===== src/xpt_pkg.sv =====
// Purpose: shared constants and types for the crosspoint control memory
// Assumes: 4 by 4 switch array, one latch per switch
// Notes:   address is {row, column}, row in the upper two bits
package xpt_pkg;
  localparam int ROWS_N     = 4;
  localparam int COLS_N     = 4;
  localparam int ROW_W      = 2;
  localparam int COL_W      = 2;
  localparam int ADDR_W     = ROW_W + COL_W;
  localparam int SW_N       = ROWS_N * COLS_N;
  localparam int ROW_LSB    = COL_W;
  localparam int SYNC_DEPTH = 2;
  localparam logic [SW_N-1:0] SW_RESET = 16'h0000;

  typedef struct packed {
    logic [ADDR_W-1:0] addr;
    logic              data;
    logic              strobe;
  } host_req_s;

  typedef struct packed {
    host_req_s       meta;
    host_req_s       sync;
    logic            strobe_last;
    logic [SW_N-1:0] latch;
  } xpt_state_s;
endpackage


===== src/xpt_memory.sv =====
// Purpose: control memory latches for a 4 by 4 analog crosspoint array
// Assumes: host inputs are asynchronous pins; one strobe pulse per write
// Notes:   a write takes effect on the strobe's rising edge after sync
`timescale 1ns/100ps

// Summary of operation
// - sixteen latches, four rows of four, each alone sets its switch.
// - a strobe with data one turns the addressed switch on.
// - a strobe with data zero turns the addressed switch off.
// - with row clear, a strobe also turns off the rest of its row.
// - a strobe leaves all switches outside that set unchanged.
// - in both variants, reset turns every switch off.
module xpt_memory
  import xpt_pkg::*;
#(
  parameter bit ROW_CLEAR = 1'b1
)(
  input  wire logic              sys_clk,
  input  wire logic              reset_n,
  input  wire logic [ADDR_W-1:0] sw_addr,
  input  wire logic              sw_data,
  input  wire logic              sw_strobe,
  output logic      [SW_N-1:0]   sw_on
);

  // the select logic and the checks below assume this exact geometry
  if ((ROW_LSB + ROW_W) != ADDR_W || ROWS_N != (1 << ROW_W) ||
      COLS_N != (1 << COL_W) || SW_N != 16) begin : g_bad_geometry
    $error("crosspoint geometry must be 4 by 4");
  end

  if (SYNC_DEPTH != 2) begin : g_bad_sync
    $error("the pin synchroniser is built two stages deep");
  end

  xpt_state_s state_reg;
  xpt_state_s state_next;
  logic            strobe_rise;
  logic [SW_N-1:0] hit_mask;
  logic [SW_N-1:0] row_mask;

  // one compare per latch: is it the addressed one, does it share the row
  for (genvar g = 0; g < SW_N; g++) begin : g_select
    localparam logic [ADDR_W-1:0] SLOT = ADDR_W'(g);
    assign hit_mask[g] = state_reg.sync.addr == SLOT;
    assign row_mask[g] = state_reg.sync.addr[ROW_LSB +: ROW_W]
                         == SLOT[ROW_LSB +: ROW_W];
  end

  always_comb begin
    state_next = state_reg;
    state_next.meta.addr   = sw_addr;
    state_next.meta.data   = sw_data;
    state_next.meta.strobe = sw_strobe;
    state_next.sync        = state_reg.meta;
    state_next.strobe_last = state_reg.sync.strobe;
    // address and data are sampled with the strobe; the host keeps them
    // stable around it, so the two-stage copy is coherent at the edge
    strobe_rise = state_reg.sync.strobe && !state_reg.strobe_last;
    if (strobe_rise) begin
      if (ROW_CLEAR) begin
        state_next.latch = state_reg.latch & ~row_mask;
      end
      state_next.latch = state_next.latch & ~hit_mask;
      if (state_reg.sync.data) begin
        state_next.latch = state_next.latch | hit_mask;
      end
      // latches outside both masks keep their value
    end
  end

  always_ff @(posedge sys_clk) begin
    if (!reset_n) begin
      state_reg <= '0;
      // without row clear the latches power up undefined in the part;
      // clearing them anyway keeps the switch state known
      state_reg.latch <= SW_RESET;
    end else begin
      state_reg <= state_next;
    end
  end

  assign sw_on = state_reg.latch;

  // helper view of the write pipeline for the checks below; rise_d is
  // rebuilt here rather than taken from the latch logic it checks
  logic              rise_d;
  logic [ADDR_W-1:0] addr_d;
  logic              data_d;
  logic [ROW_W-1:0]  row_d;
  logic [COL_W-1:0]  col_d;
  assign rise_d = state_reg.sync.strobe && !state_reg.strobe_last;
  assign addr_d = state_reg.sync.addr;
  assign data_d = state_reg.sync.data;
  assign row_d  = addr_d[ROW_LSB +: ROW_W];
  assign col_d  = addr_d[COL_W-1:0];
endmodule


===== config.mk =====
export PLATFORM = sky130hd
export DESIGN_NAME = xpt_memory
export DESIGN_NICKNAME = d
export VERILOG_FILES = /design/src/xpt_pkg.sv /design/src/xpt_memory.sv
export SDC_FILE = /design/constraint.sdc
export NUM_CORES = 1
export LEC_CHECK = 0
export BUFFER_PORTS_ARGS = -buffer_cell sky130_fd_sc_hd__buf_2
export CAP_MARGIN = 10
export CORE_ASPECT_RATIO = 1.1
export CORE_MARGIN = 3
export CORE_UTILIZATION = 51
export CTS_CLUSTER_SIZE = 24
export DETAILED_ROUTE_END_ITERATION = 10
export HOLD_SLACK_MARGIN = 0.05
export PLACE_DENSITY = 0.84
export SLEW_MARGIN = 20
export SYNTH_ARGS = -nofsm -noshare
export SYNTH_HDL_FRONTEND = slang
export SYNTH_SLANG_ARGS = --single-unit

===== constraint.sdc =====
create_clock -name sys_clk -period 1.6 [get_ports sys_clk]
set_clock_uncertainty 0.1 [all_clocks]
set_input_delay 0.24 -clock sys_clk [delete_from_list [all_inputs] [get_ports sys_clk]]
set_output_delay 0.24 -clock sys_clk [all_outputs]
set_load 0.02 [all_outputs]

==> results.md <==
- Status: finished clean
- Max FFs per register: 16
- Max-cap violations: 0
- Detailed Place HPWL: between 1000 and 1500 µm
- # resized after CTS: 0
- Most frequently used cell type in the post-synthesis netlist: sky130_fd_sc_hd__dfxtp_1
- Most common flop cell mapped by yosys: sky130_fd_sc_hd__dfxtp_1
- Max Transition Viols Final: 0
- Post-cts hold buffer count: 6
- Mapped Nets: 111
- First-pass iteration count of the detailed router: 3
- CP Max Fanout: 5
- Worst Hold Path Cells: 3
- Clock buffer count from CTS: 5
- Setup Total Neg Slack: 0 ps
- Final RePlAce weighted congestion: about 0.68
- Worst Path Class, Setup: register to register
- Signal arrival time at the worst endpoint: 1430 ps
- CP Capture Type: register
- Io pins: 24
- Via count of the first global-routing pass: 709
- Port bufs: 23
- Final routed DRC violation total: 0
- Root buffer cell: sky130_fd_sc_hd__clkbuf_4
- Static power due to leakage: 0.547 nW
- Sort of element at the start of the critical path: register
- Global-route wire length before repair: 2810 µm
- Headroom to the max-slew limit: 73.7%
- Leading cell types by count after synthesis: sky130_fd_sc_hd__dfxtp_1 (29), sky130_fd_sc_hd__buf_4 (16), sky130_fd_sc_hd__mux2i_1 (16), sky130_fd_sc_hd__nand2_1 (16), sky130_fd_sc_hd__and2_1 (13)
- Final layout net count: 128
- Effective utilization at floorplan: 54.6%
- Post-route non-filler standard cell count: 149
- GR Util All Layers: 14.3%
- Post-Syn Instances: 103
- Cell Area, Synth: 1110 µm²
- Setup repair after global routing missed its margin: false
- Layout cell share with drive strength beyond 1: 28.1%
- Buffering stage count on the worst path with inverters included: 1
- Top cell type by total area after synthesis: sky130_fd_sc_hd__dfxtp_1
- Data required time of the worst path: 1750 ps
- Slowest stage delay, CP: 400 ps
- Time the final worst path needs with I/O delays and setup: 1280 ps
- Family with the most delay on the worst path: flip-flops
- Full die area: 2780 µm²
- Seq/Total Area, Yosys: 52.1%
- Cells on worst reg2reg path: 3
- Fmax: 778 MHz
- Global-route congestion overflow total: 0
- Area grow syn2layout: 12.3%
- Number of library cell types mapped by synthesis: 14
- Yosys warns: 0
- Top area cells in the synthesized netlist: sky130_fd_sc_hd__dfxtp_1 (52%), sky130_fd_sc_hd__mux2i_1 (14%), sky130_fd_sc_hd__buf_4 (11%), sky130_fd_sc_hd__and2_1 (7.3%), sky130_fd_sc_hd__nand2_1 (5.4%)
- Peak supply drop: 0.660 mV
- Synthesized area divided by synthesized cell count: 10.8 µm²
- Total of flip-flops plus latches after synthesis: 29
- Largest net degree at the start of global routing: 20
- Overall die width: 50.6 µm
- Pwr per Cell Area: 965 nW/µm²
- Worst-skew pair later-pin latency: 320 ps
- PnR Total Power: ~1.2 mW
- # Post-CTS Setup Buffers: 0
- DIE HEIGHT: 55.0 µm
- Cell-by-cell listing of the critical path: nor4bb_1 -> buf_4 -> mux2i_1
- Routed Wire Length: ~1700 µm
- # placed instances: around 140
- CTS clk-pin slew, worst paths: 90 ps
- Residual antenna-violating net count after detailed routing: 0
- Cell with the biggest individual delay on the critical path: sky130_fd_sc_hd__dfxtp_1
- Routed vias: 716
- Clock sinks: 29
- Worst-margin pin slew: 392 ps
- CTS tree: done
- Clock Path Buffers: 2
- Share of synthesized registers carrying an async set or reset: 0%
- Number of enable flip-flop cells after synthesis: 0
- Top cell type's share of synthesized area: 52.1%
- DRC violation total after the first TritonRoute iteration: 6
- Average wire length per cell after detail routing: 11.3 µm
- Number of H-tree levels: 2
- Final setup margin: 315 ps
- Diodes inserted: 0
- Part of the cycle the worst path needs: about 80%
- Number of gates on the worst path with buffers counted: 3
- Count of standard-cell rows: 17
- HP Class: primary input to register
- Final Hold Viols: 0
- Via density: 4.81
- Post-Place Setup Slack: 341 ps
- Final setup viols: 0
- Floorplan Core Area: 2040 µm²
- Post-layout utilization of the core: between 60% and 70%
- Initial antenna violation count: 0
- Layout filler cell count: ~180
layout by cell type (no fill, tap or decap), drive strengths merged:
cell type | Yosys | routed
dfxtp | 29 | 29
buf | 18 | 25
nand2 | 16 | 16
mux2i | 16 | 16
and2 | 13 | 13
dlygate4sd3 | 0 | 6
clkbuf | 3 | 5
nand4b | 3 | 3
clkinv | 0 | 2
and4bb | 1 | 1
nand4bb | 1 | 1
nand4 | 1 | 1
nor4bb | 1 | 1
nor4b | 1 | 1
clkinvlp | 0 | 1
tightest hold or removal path: stages:
cell and delay (ps):
sky130_fd_sc_hd__buf_2 180, sky130_fd_sc_hd__nand2_1 90, sky130_fd_sc_hd__mux2i_1 50
metrics by stage:
| stage | cell area, µm² | hold WS (ps) |
|---|---|---|
| after floorplan | 1110 | 267 |
| after global placement | 1140 | 316 |
| after detailed placement | 1140 | 321 |
| after CTS | 1250 | 190 |
| after global routing | 1250 | 203 |
| final | 1250 | 195 |
cell families after synthesis:
kind of cell,after synthesis,share of synthesized area [%]
flops,29,52.1
simple gates,37,20.8
buf+inv,21,12.8
mux,16,14.4
report_power, final:
part	total [mW]	internal (mW)	switching, mW
sequential	0.745	0.736	0.00890
combinational	0.0528	0.0317	0.0211
clock	0.411	0.165	0.246
total	1.21	0.933	0.276
worst paths after layout:
| check | to | start | slack (ps) |
|---|---|---|---|
| max | sw_on[4] | state_next[16] | 320 |
| min | sw_on[6] | reset_n | 200 |
| max reg2reg | sw_on[4] | state_next[16] | 320 |
| min reg2reg | state_next[16] | state_next[17] | 340 |
layer usage:
| metal | up-vias | share of wire [%] | track usage (%) |
|---|---|---|---|
| met3 | 9 | 6.9 | 6.97 |
| met5 | - | 0 | 0 |
| met4 | 0 | 3.9 | 10.8 |
| li1 | 357 | - | - |
| met1 | 325 | 40 | 11.7 |
| met2 | 25 | 49 | 27.0 |
area by class of cell:
type	count	area, µm²	share of cell area [%]
repair buffers	31	190	15.2
flip-flops and latches	29	581	46.4
clock buffers	5	37.5	3.00
clock inverters	3	17.5	1.40
multi-input cells	53	392	31.3
well taps	28	35.0	2.80
(Power assumes the default switching activity.)
